File: src/udrt_pkg.sv
/*
 * Shared constants of the up/down reload timer with clock output:
 * register offsets, field positions, reset values and divider ratios.
 * Assumes an APB slave with a byte address of at least eight bits.
 */
package udrt_pkg;

	// ****************************************************************
	// Register byte offsets
	// ****************************************************************
	localparam logic [7:0] ADDR_CONTROL    = 8'h00;
	localparam logic [7:0] ADDR_MODE       = 8'h04;
	localparam logic [7:0] ADDR_COUNT_LOW  = 8'h08;
	localparam logic [7:0] ADDR_COUNT_HIGH = 8'h0C;
	localparam logic [7:0] ADDR_RELOAD_LOW = 8'h10;
	localparam logic [7:0] ADDR_RELOAD_HIGH = 8'h14;

	// ****************************************************************
	// Field positions in second_timer_control
	// ****************************************************************
	localparam int CTRL_OVERFLOW_BIT = 7;
	localparam int CTRL_TOGGLE_BIT   = 6;
	localparam int CTRL_RUN_BIT      = 2;
	localparam int CTRL_SOURCE_BIT   = 1;

	// ****************************************************************
	// Field positions in second_timer_mode_reg
	// ****************************************************************
	localparam int MODE_CLKOUT_BIT = 1;
	localparam int MODE_DOWN_BIT   = 0;

	// ****************************************************************
	// Reset values
	// ****************************************************************
	localparam logic [7:0] CONTROL_RESET = 8'h00;
	localparam logic [7:0] MODE_RESET    = 8'h00;
	localparam logic [7:0] COUNT_RESET   = 8'h00;
	localparam logic [7:0] RELOAD_RESET  = 8'h00;

	// ****************************************************************
	// Timing
	// ****************************************************************
	localparam int TIMER_DIVIDE  = 6;
	localparam int CLKOUT_DIVIDE = 2;
	localparam logic [15:0] COUNT_TOP = 16'hFFFF;
	localparam logic [7:0]  BYTE_TOP  = 8'hFF;

endpackage

File: src/udrt_divider.sv
/*
 * Divider that issues a one-cycle enable pulse every DIVIDE cycles.
 * Assumes the enable input stays high while the pulses are wanted;
 * dropping it restarts the phase.
 */
`timescale 1ns/10ps

module udrt_divider #(
	parameter int DIVIDE = 6
) (
	input  wire logic pclk,
	input  wire logic presetn,
	input  wire logic enable,
	output logic      tick
);

	localparam int CW = (DIVIDE > 1) ? $clog2(DIVIDE) : 1;
	localparam logic [CW-1:0] LAST = CW'(DIVIDE - 1);

	logic [CW-1:0] phase;
	wire  logic    at_last;
	wire  logic [CW-1:0] next_phase;

	assign at_last    = (phase == LAST);
	assign next_phase = at_last ? '0 : phase + CW'(1);
	assign tick       = enable & at_last;

	// Restarting on disable gives software a fixed delay to the first step.
	always_ff @(posedge pclk or negedge presetn) begin
		if (!presetn) begin
			phase <= '0;
		end else if (!enable) begin
			phase <= '0;
		end else begin
			phase <= next_phase;
		end
	end

endmodule

File: src/udrt_edge_detect.sv
/*
 * Falling-edge detector for the external count pin.
 * Assumes the pin level is already synchronous to pclk.
 */
`timescale 1ns/10ps

module udrt_edge_detect (
	input  wire logic pclk,
	input  wire logic presetn,
	input  wire logic level,
	output logic      fall
);

	logic previous;

	assign fall = previous & ~level;

	always_ff @(posedge pclk or negedge presetn) begin
		if (!presetn) begin
			previous <= 1'b0;
		end else begin
			previous <= level;
		end
	end

endmodule

File: src/udrt_timer.sv
/*
 * Sixteen-bit up/down auto-reload timer with a clock-output mode,
 * reached over APB with zero wait states.
 * Assumes pclk is the timer input clock and all pin inputs are
 * synchronous to it.
 */
// Notes on behaviour
// - Count held as two cascaded bytes.
// - Source is clock by six or pin.
// - Counts only while the run bit is set.
// - Down enable lets the pin pick direction.
// - Up count wraps past FFFF, sets flag.
// - Up overflow reloads count from reload pair.
// - Down underflow when count equals reload value.
// - Underflow sets flag and loads FFFF.
// - Extension flag toggles per wrap only with down enable set, no request.
// - Clock output is a square wave.
// - Clock mode steps at clock by two.
// - Clock mode counts up, reloads each overflow.
// - No interrupt request in clock mode.
// - Output frequency is clock over 4(65536-reload).
// - Waveform drives the external count pin.
// - Overflow tick shared for baud use too.
// - Overflow flag stays until software clears it.
`timescale 1ns/10ps

module udrt_timer #(
	parameter int ADDR_WIDTH = 8
) (
	input  wire logic                  pclk,
	input  wire logic                  presetn,
	input  wire logic                  psel,
	input  wire logic                  penable,
	input  wire logic                  pwrite,
	input  wire logic [ADDR_WIDTH-1:0] paddr,
	input  wire logic [31:0]           pwdata,
	output logic      [31:0]           prdata,
	output logic                       pready,
	output logic                       pslverr,
	input  wire logic                  external_count_pin_in,
	output logic                       external_count_pin_out,
	output logic                       external_count_pin_oe_n,
	input  wire logic                  direction_input_pin,
	output logic                       interrupt_request,
	output logic                       reload_tick
);

	// ****************************************************************
	// Register state
	// ****************************************************************
	logic [7:0] count_low_byte;
	logic [7:0] count_high_byte;
	logic [7:0] reload_low_byte;
	logic [7:0] reload_high_byte;
	logic       overflow_flag;
	logic       toggle_extension_flag;
	logic       run_control_bit;
	logic       count_source_select;
	logic       clock_output_enable;
	logic       down_count_enable;
	logic       clock_out_level;

	// ****************************************************************
	// APB decode
	// ****************************************************************
	wire logic [7:0] addr;
	wire logic       setup;
	wire logic       access;
	wire logic       wr;
	wire logic       hit_control;
	wire logic       hit_mode;
	wire logic       hit_count_low;
	wire logic       hit_count_high;
	wire logic       hit_reload_low;
	wire logic       hit_reload_high;
	wire logic       mapped;
	wire logic [7:0] wbyte;

	assign addr            = 8'(paddr);
	assign setup           = psel & ~penable;
	assign access          = psel & penable;
	assign wr              = access & pwrite;
	assign wbyte           = pwdata[7:0];
	assign hit_control     = (addr == udrt_pkg::ADDR_CONTROL);
	assign hit_mode        = (addr == udrt_pkg::ADDR_MODE);
	assign hit_count_low   = (addr == udrt_pkg::ADDR_COUNT_LOW);
	assign hit_count_high  = (addr == udrt_pkg::ADDR_COUNT_HIGH);
	assign hit_reload_low  = (addr == udrt_pkg::ADDR_RELOAD_LOW);
	assign hit_reload_high = (addr == udrt_pkg::ADDR_RELOAD_HIGH);
	assign mapped = hit_control | hit_mode | hit_count_low |
		hit_count_high | hit_reload_low | hit_reload_high;
	assign pready  = 1'b1;
	assign pslverr = access & ~mapped;

	// ****************************************************************
	// Read data
	// ****************************************************************
	wire logic [7:0] control_view;
	wire logic [7:0] mode_view;
	wire logic [7:0] read_byte;

	assign control_view = {overflow_flag, toggle_extension_flag, 3'b000,
		run_control_bit, count_source_select, 1'b0};
	assign mode_view = {6'b000000, clock_output_enable, down_count_enable};
	assign read_byte = hit_control     ? control_view :
	                   hit_mode        ? mode_view :
	                   hit_count_low   ? count_low_byte :
	                   hit_count_high  ? count_high_byte :
	                   hit_reload_low  ? reload_low_byte :
	                   hit_reload_high ? reload_high_byte : 8'h00;

	// Read data is captured in the setup cycle and held for the access.
	always_ff @(posedge pclk or negedge presetn) begin
		if (!presetn) begin
			prdata <= 32'h00000000;
		end else if (setup) begin
			prdata <= {24'h000000, read_byte};
		end
	end

	// ****************************************************************
	// Step sources
	// ****************************************************************
	wire logic timer_tick;
	wire logic clkout_tick;
	wire logic pin_fall;
	wire logic step;

	udrt_divider #(
		.DIVIDE (udrt_pkg::TIMER_DIVIDE)
	) u_timer_div (
		.pclk    (pclk),
		.presetn (presetn),
		.enable  (run_control_bit),
		.tick    (timer_tick)
	);

	udrt_divider #(
		.DIVIDE (udrt_pkg::CLKOUT_DIVIDE)
	) u_clkout_div (
		.pclk    (pclk),
		.presetn (presetn),
		.enable  (run_control_bit),
		.tick    (clkout_tick)
	);

	udrt_edge_detect u_pin_edge (
		.pclk    (pclk),
		.presetn (presetn),
		.level   (external_count_pin_in),
		.fall    (pin_fall)
	);

	// Clock mode takes precedence so a stale source bit cannot slow it.
	assign step = run_control_bit & (clock_output_enable ? clkout_tick :
		(count_source_select ? pin_fall : timer_tick));

	// ****************************************************************
	// Count arithmetic
	// ****************************************************************
	wire logic [15:0] count_value;
	wire logic [15:0] reload_value;
	wire logic        count_up;
	wire logic        overflow_up;
	wire logic        underflow_down;
	wire logic        wrap;
	wire logic        low_carry;
	wire logic        low_borrow;
	wire logic [7:0]  low_inc;
	wire logic [7:0]  high_inc;
	wire logic [7:0]  low_dec;
	wire logic [7:0]  high_dec;
	wire logic [7:0]  next_low_step;
	wire logic [7:0]  next_high_step;

	assign count_value  = {count_high_byte, count_low_byte};
	assign reload_value = {reload_high_byte, reload_low_byte};

	// Clock mode always counts up whatever the direction pin says.
	assign count_up = clock_output_enable | ~down_count_enable |
		direction_input_pin;

	assign overflow_up    = count_up & (count_value == udrt_pkg::COUNT_TOP);
	assign underflow_down = ~count_up & (count_value == reload_value);
	assign wrap           = step & (overflow_up | underflow_down);

	// Except when a wrap loads it, the high byte moves only on a carry or borrow out of the low byte.
	assign low_carry  = (count_low_byte == udrt_pkg::BYTE_TOP);
	assign low_borrow = (count_low_byte == 8'h00);
	assign low_inc    = count_low_byte + 8'h01;
	assign high_inc   = low_carry ? count_high_byte + 8'h01 : count_high_byte;
	assign low_dec    = count_low_byte - 8'h01;
	assign high_dec   = low_borrow ? count_high_byte - 8'h01 : count_high_byte;

	assign next_low_step  = overflow_up    ? reload_low_byte :
	                        underflow_down ? udrt_pkg::BYTE_TOP :
	                        count_up       ? low_inc : low_dec;
	assign next_high_step = overflow_up    ? reload_high_byte :
	                        underflow_down ? udrt_pkg::BYTE_TOP :
	                        count_up       ? high_inc : high_dec;

	// ****************************************************************
	// Count registers
	// ****************************************************************
	// A software write to a count byte wins over a step in that cycle.
	always_ff @(posedge pclk or negedge presetn) begin
		if (!presetn) begin
			count_low_byte <= udrt_pkg::COUNT_RESET;
		end else if (wr && hit_count_low) begin
			count_low_byte <= wbyte;
		end else if (step) begin
			count_low_byte <= next_low_step;
		end
	end

	always_ff @(posedge pclk or negedge presetn) begin
		if (!presetn) begin
			count_high_byte <= udrt_pkg::COUNT_RESET;
		end else if (wr && hit_count_high) begin
			count_high_byte <= wbyte;
		end else if (step) begin
			count_high_byte <= next_high_step;
		end
	end

	// ****************************************************************
	// Reload and mode registers
	// ****************************************************************
	always_ff @(posedge pclk or negedge presetn) begin
		if (!presetn) begin
			reload_low_byte  <= udrt_pkg::RELOAD_RESET;
			reload_high_byte <= udrt_pkg::RELOAD_RESET;
		end else begin
			if (wr && hit_reload_low) begin
				reload_low_byte <= wbyte;
			end
			if (wr && hit_reload_high) begin
				reload_high_byte <= wbyte;
			end
		end
	end

	always_ff @(posedge pclk or negedge presetn) begin
		if (!presetn) begin
			clock_output_enable <= udrt_pkg::MODE_RESET[udrt_pkg::MODE_CLKOUT_BIT];
			down_count_enable   <= udrt_pkg::MODE_RESET[udrt_pkg::MODE_DOWN_BIT];
		end else if (wr && hit_mode) begin
			clock_output_enable <= wbyte[udrt_pkg::MODE_CLKOUT_BIT];
			down_count_enable   <= wbyte[udrt_pkg::MODE_DOWN_BIT];
		end
	end

	// ****************************************************************
	// Control register and flags
	// ****************************************************************
	wire logic set_overflow;
	wire logic flip_extension;
	wire logic ctrl_wr;
	wire logic next_overflow_flag;
	wire logic next_toggle_flag;

	assign ctrl_wr        = wr & hit_control;
	assign set_overflow   = wrap & ~clock_output_enable;
	assign flip_extension = wrap & down_count_enable & ~clock_output_enable;

	// A hardware event in the cycle of a software clear is kept.
	assign next_overflow_flag = set_overflow ? 1'b1 :
		(ctrl_wr ? wbyte[udrt_pkg::CTRL_OVERFLOW_BIT] : overflow_flag);
	assign next_toggle_flag = flip_extension ? ~toggle_extension_flag :
		(ctrl_wr ? wbyte[udrt_pkg::CTRL_TOGGLE_BIT] : toggle_extension_flag);

	always_ff @(posedge pclk or negedge presetn) begin
		if (!presetn) begin
			overflow_flag <= udrt_pkg::CONTROL_RESET[udrt_pkg::CTRL_OVERFLOW_BIT];
			toggle_extension_flag <=
				udrt_pkg::CONTROL_RESET[udrt_pkg::CTRL_TOGGLE_BIT];
		end else begin
			overflow_flag         <= next_overflow_flag;
			toggle_extension_flag <= next_toggle_flag;
		end
	end

	// Software must program mode, reload and count before setting run.
	always_ff @(posedge pclk or negedge presetn) begin
		if (!presetn) begin
			run_control_bit     <= udrt_pkg::CONTROL_RESET[udrt_pkg::CTRL_RUN_BIT];
			count_source_select <=
				udrt_pkg::CONTROL_RESET[udrt_pkg::CTRL_SOURCE_BIT];
		end else if (ctrl_wr) begin
			run_control_bit     <= wbyte[udrt_pkg::CTRL_RUN_BIT];
			count_source_select <= wbyte[udrt_pkg::CTRL_SOURCE_BIT];
		end
	end

	// ****************************************************************
	// Clock output and shared overflow tick
	// ****************************************************************
	// One inversion per overflow gives a period of four times the span
	// from reload to the top, counted in input clock cycles.
	always_ff @(posedge pclk or negedge presetn) begin
		if (!presetn) begin
			clock_out_level <= 1'b0;
		end else if (wrap && clock_output_enable) begin
			clock_out_level <= ~clock_out_level;
		end
	end

	// The same overflow tick serves a serial baud divider elsewhere, so
	// baud rate and clock output cannot be set independently.
	always_ff @(posedge pclk or negedge presetn) begin
		if (!presetn) begin
			reload_tick <= 1'b0;
		end else begin
			reload_tick <= wrap;
		end
	end

	assign external_count_pin_out  = clock_out_level;
	assign external_count_pin_oe_n = ~clock_output_enable;
	assign interrupt_request       = overflow_flag;

endmodule

File: config.mk
export PLATFORM = sky130hd
export DESIGN_NAME = udrt_timer
export DESIGN_NICKNAME = d
export VERILOG_FILES = /design/src/udrt_pkg.sv /design/src/udrt_divider.sv /design/src/udrt_edge_detect.sv /design/src/udrt_timer.sv
export SDC_FILE = /design/constraint.sdc
export NUM_CORES = 1
export LEC_CHECK = 0
export BUFFER_PORTS_ARGS = -buffer_cell sky130_fd_sc_hd__buf_4
export CORE_AREA = 2 2 86 88
export DETAILED_ROUTE_END_ITERATION = 8
export DIE_AREA = 0 0 88 90
export MAX_ROUTING_LAYER = met4
export PLACE_DENSITY = 0.83
export SYNTH_ARGS = -nofsm -noshare
export SYNTH_HDL_FRONTEND = slang
export SYNTH_SLANG_ARGS = --single-unit
File: constraint.sdc
create_clock -name pclk -period 2.9 [get_ports pclk]
set_input_delay 0.145 -clock pclk [delete_from_list [all_inputs] [get_ports pclk]]
set_output_delay 0.145 -clock pclk [all_outputs]
set_load 0.01 [all_outputs]
==> impl_metrics.json <==
{
  "post-dp-hpwl_um": 6950,
  "wl_per_cell_um": 16.91,
  "relSlewSlack_pct": 41.00,
  "synthTopCellsByArea": "dfrtp_1 (36%), xnor2_1 (5.7%), buf_4 (5.2%), mux2_2 (5.1%), mux2i_1 (5.1%)",
  "cts_htree_levels": 2,
  "grt.busiest_layer": "met2",
  "fin_nets": 515,
  "max_stage_delay_ns": 0.79,
  "fin_hold_ws_ns": 0.07099,
  "worstPathRequired_ns": 3.14,
  "grt_util_met2_pct": 39.02,
  "r2r_start": "count_low_byte[4]$_DFFE_PN0P_",
  "power_density_nw_per_um2": 325.2,
  "via_count": 3203,
  "fp.dieW_um": 88,
  "antenna_found_initial": 0,
  "grt_start_max_net_pins": 54,
  "syn_inst": 415,
  "cp-start-kind": "flop",
  "coreArea_um2": 7020,
  "synth_area_um2": 3719,
  "comb_power_share_pct": 11.1,
  "drive_gt1_share_pct": 18.24,
  "hold_path.class": "in -> reg",
  "cp_top_family": "simple AND/OR/NAND/NOR gates",
  "peakVddDrop_mv": 0.1900,
  "ys_ff_latch": 53,
  "rows": 31,
  "ff2ff_path_depth": 6,
  "worst_pin_slew_ns": 0.8818,
  "worstPathArrival_ns": 2.86,
  "synth_warnings": 0,
  "fmax_mhz": 382.0,
  "clkSinkCount": 53,
  "path_cells": "nand4_1 > or4_4 > or4_1 > nand2_1 > o221ai_1 > a21oi_1",
  "viasPerCell": 5.782,
  "clock_latency_ns": 0.31,
  "period_minus_slack_ns": 2.618,
  "final.setup.tns_ns": 0,
  "detail-route-antenna-nets": 0,
  "slowest_stage": "or4_1",
  "clk_path_buf_depth": 2,
  "grtUsageMet1_pct": 33.24,
  "synth_edf_count": 0,
  "dr.pass1.iters": 6,
  "grt_first_pass_wirelength_um": 14940,
  "switching_share_pct": 27.32,
  "fin_skew_ns": 0.008975,
  "crit_buf_inv": 0,
  "critPathCaptureType": "flop",
  "wl_um": 9368,
  "grt_overflow": 0,
  "mostFrequentLayoutCell": "dfrtp_1",
  "start_util_pct": 52.97,
  "hold_viol": 0,
  "cap_violations": 0,
  "synth_seq_area_share_pct": 35.67,
  "die_y_um": 90,
  "final_cell_mix": "dfrtp_1 (53), buf_4 (49), nand2_1 (44)",
  "p_int_mw": 0.9801,
  "grt_pass1_vias": 3035,
  "cp_max_fo": 15,
  "io_buffers": 35,
  "finish.utilization_pct": 59.06,
  "synth_top_area_share_pct": 35.67,
  "finalMaxSlewViolations": 0,
  "cts_inserted_buffers": 5,
  "cts_tree": "built",
  "drc": 0,
  "hold-path-endpoint": "count_high_byte[4]$_DFFE_PN0P_",
  "clkPwrFrac_pct": 32.3,
  "synth.avg_cell_area_um2": 8.960,
  "hold_path.startpoint": "pwdata[4]",
  "outcome": "completed",
  "period_share_pct": 90.28,
  "rr_endpoint": "count_low_byte[6]$_DFFE_PN0P_",
  "diodes": 0,
  "p_sw_mw": 0.3685,
  "min_path_cells": 3,
  "areaGrowthSynthToFinish_pct": 11.51,
  "synthDistinctLibCells": 56,
  "cts_root_buf": "clkbuf_8",
  "rsz0062_at_grt": "false",
  "use_met3_pct": 3.122,
  "finalSetupViolations": 0,
  "power_frac_seq_pct": 56.6,
  "routabilityCongestion": 0.9790,
  "r2r_slack_ns": 0.28,
  "cts_resized": 0,
  "drt_iter0_markers": 229,
  "track_usage_pct": 24.63,
  "leakage_nw": 1.901,
  "ioPinCount": 85,
  "ys.flop_type": "dfrtp_1",
  "async_flop_share_pct": 100.0,
  "worstSetupPathType": "reg -> reg",
  "fill_cells": 618,
  "synth_top_area_cell": "dfrtp_1",
  "die_area_um2": 7920,
  "clkTransAtPathRegs_ns": 0.10
}
worst max-delay path by stage:
stage | slack (ns) | cells past startpoint | to | from
after floorplan | 0.20 | 12 | count_high_byte[7]$_DFFE_PN0P_ | clock_output_enable$_DFFE_PN0P_
after CTS | 0.29 | 6 | count_low_byte[6]$_DFFE_PN0P_ | count_low_byte[4]$_DFFE_PN0P_
final | 0.28 | 6 | count_low_byte[6]$_DFFE_PN0P_ | count_low_byte[4]$_DFFE_PN0P_
after detailed placement | 0.32 | 6 | count_low_byte[6]$_DFFE_PN0P_ | count_low_byte[4]$_DFFE_PN0P_
after global placement | 0.35 | 6 | count_low_byte[0]$_DFFE_PN0P_ | count_low_byte[4]$_DFFE_PN0P_
after global routing | 0.13 | 7 | count_high_byte[5]$_DFFE_PN0P_ | count_low_byte[4]$_DFFE_PN0P_
registers in the layout, indices dropped and copies added (netlist names):
| name | flops |
|---|---|
| reload_tick | 1 |
| run_control_bit | 1 |
| count_high_byte | 8 |
| interrupt_request | 1 |
| reload_low_byte | 8 |
| count_low_byte | 8 |
| u_pin_edge.previous | 1 |
| u_timer_div.phase | 3 |
| reload_high_byte | 8 |
| u_clkout_div.at_last | 1 |
| external_count_pin_out | 1 |
| clock_output_enable | 1 |
| prdata | 8 |
| toggle_extension_flag | 1 |
| count_source_select | 1 |
| down_count_enable | 1 |
metrics by stage:
stage | setup slack, ns | std cells | area, um^2 | total power [mW]
2_1_floorplan | 0.2014 | 438 | 3805 | 0.8791
6_report | 0.2819 | 554 | 4146 | 1.349
4_1_cts | 0.2931 | 554 | 4146 | 1.355
5_1_grt | 0.1257 | 554 | 4146 | 1.398
3_3_place_gp | 0.3524 | 544 | 4036 | 0.9191
3_5_place_dp | 0.3172 | 544 | 4036 | 0.9238
final cells by class:
| cell class | count | area (um^2) | area share (%) |
|---|---|---|---|
| multi-input combinational | 332 | 2177 | 52.50 |
| sequential | 53 | 1326 | 31.99 |
| timing repair buffer | 51 | 387.9 | 9.354 |
| tap | 99 | 123.9 | 2.987 |
| clock buffer | 5 | 68.82 | 1.660 |
| inverter | 11 | 41.29 | 0.9958 |
| clock inverter | 3 | 21.27 | 0.5130 |
worst reg2reg max path: cells and delay by family, from the launching register on:
| kind | cells | cell delay (ns) |
|---|---|---|
| AND/OR/NAND/NOR | 4 | 1.74 |
| AO/OA/AOI/OAI | 2 | 0.33 |
| flip-flops | 1 | 0.49 |
routing by layer:
layer / share of wire, % / wire [um]
met1: 44 / 4090
met2: 48 / 4532
met3: 6.2 / 581
met4: 1.8 / 164
met5: 0 / 0
logic make-up (layout without fill, tap and decap cells):
logic type | count (synthesis) | after routing | share of synthesized area [%]
buf+inv | 53 | 70 | 8.109
xor+xnor | 28 | 28 | 6.595
fa+ha+maj | 14 | 14 | 5.114
compound gates | 91 | 91 | 15.61
flops | 53 | 53 | 35.67
other cells | 2 | 25 | 0.2020
simple gates | 138 | 138 | 18.44
mux | 36 | 36 | 10.26
synthesized netlist by cell type, drive strengths merged (4+ instances only):
cell / n
nand2b: 6
buf: 32
nand3b: 4
mux2: 17
o22ai: 7
xnor2: 24
clkbuf: 10
a21oi: 21
inv: 11
nand4: 7
o21ai: 25
ha: 12
nor3: 7
o211ai: 6
o221ai: 4
nand2: 44
nor2: 34
mux2i: 19
or2: 4
nor4: 4
o31ai: 4
dfrtp: 53
nor2b: 5
nand3: 13
xor2: 4
power groups by stage:
stage | sequential, mW | combinational, mW | clock (mW)
floorplan | 0.774 | 0.105 | 0
global placement | 0.777 | 0.142 | 0
detailed placement | 0.778 | 0.146 | 0
CTS | 0.763 | 0.149 | 0.443
global route | 0.765 | 0.166 | 0.467
finish | 0.764 | 0.149 | 0.435
timing repair:
item | 4_1_cts | 5_1_grt
setup buffers | 0 | 0
endpoints found under the hold margin | 54 | 0
hold buffers | 2 | 0
(Power assumes the default switching activity.)
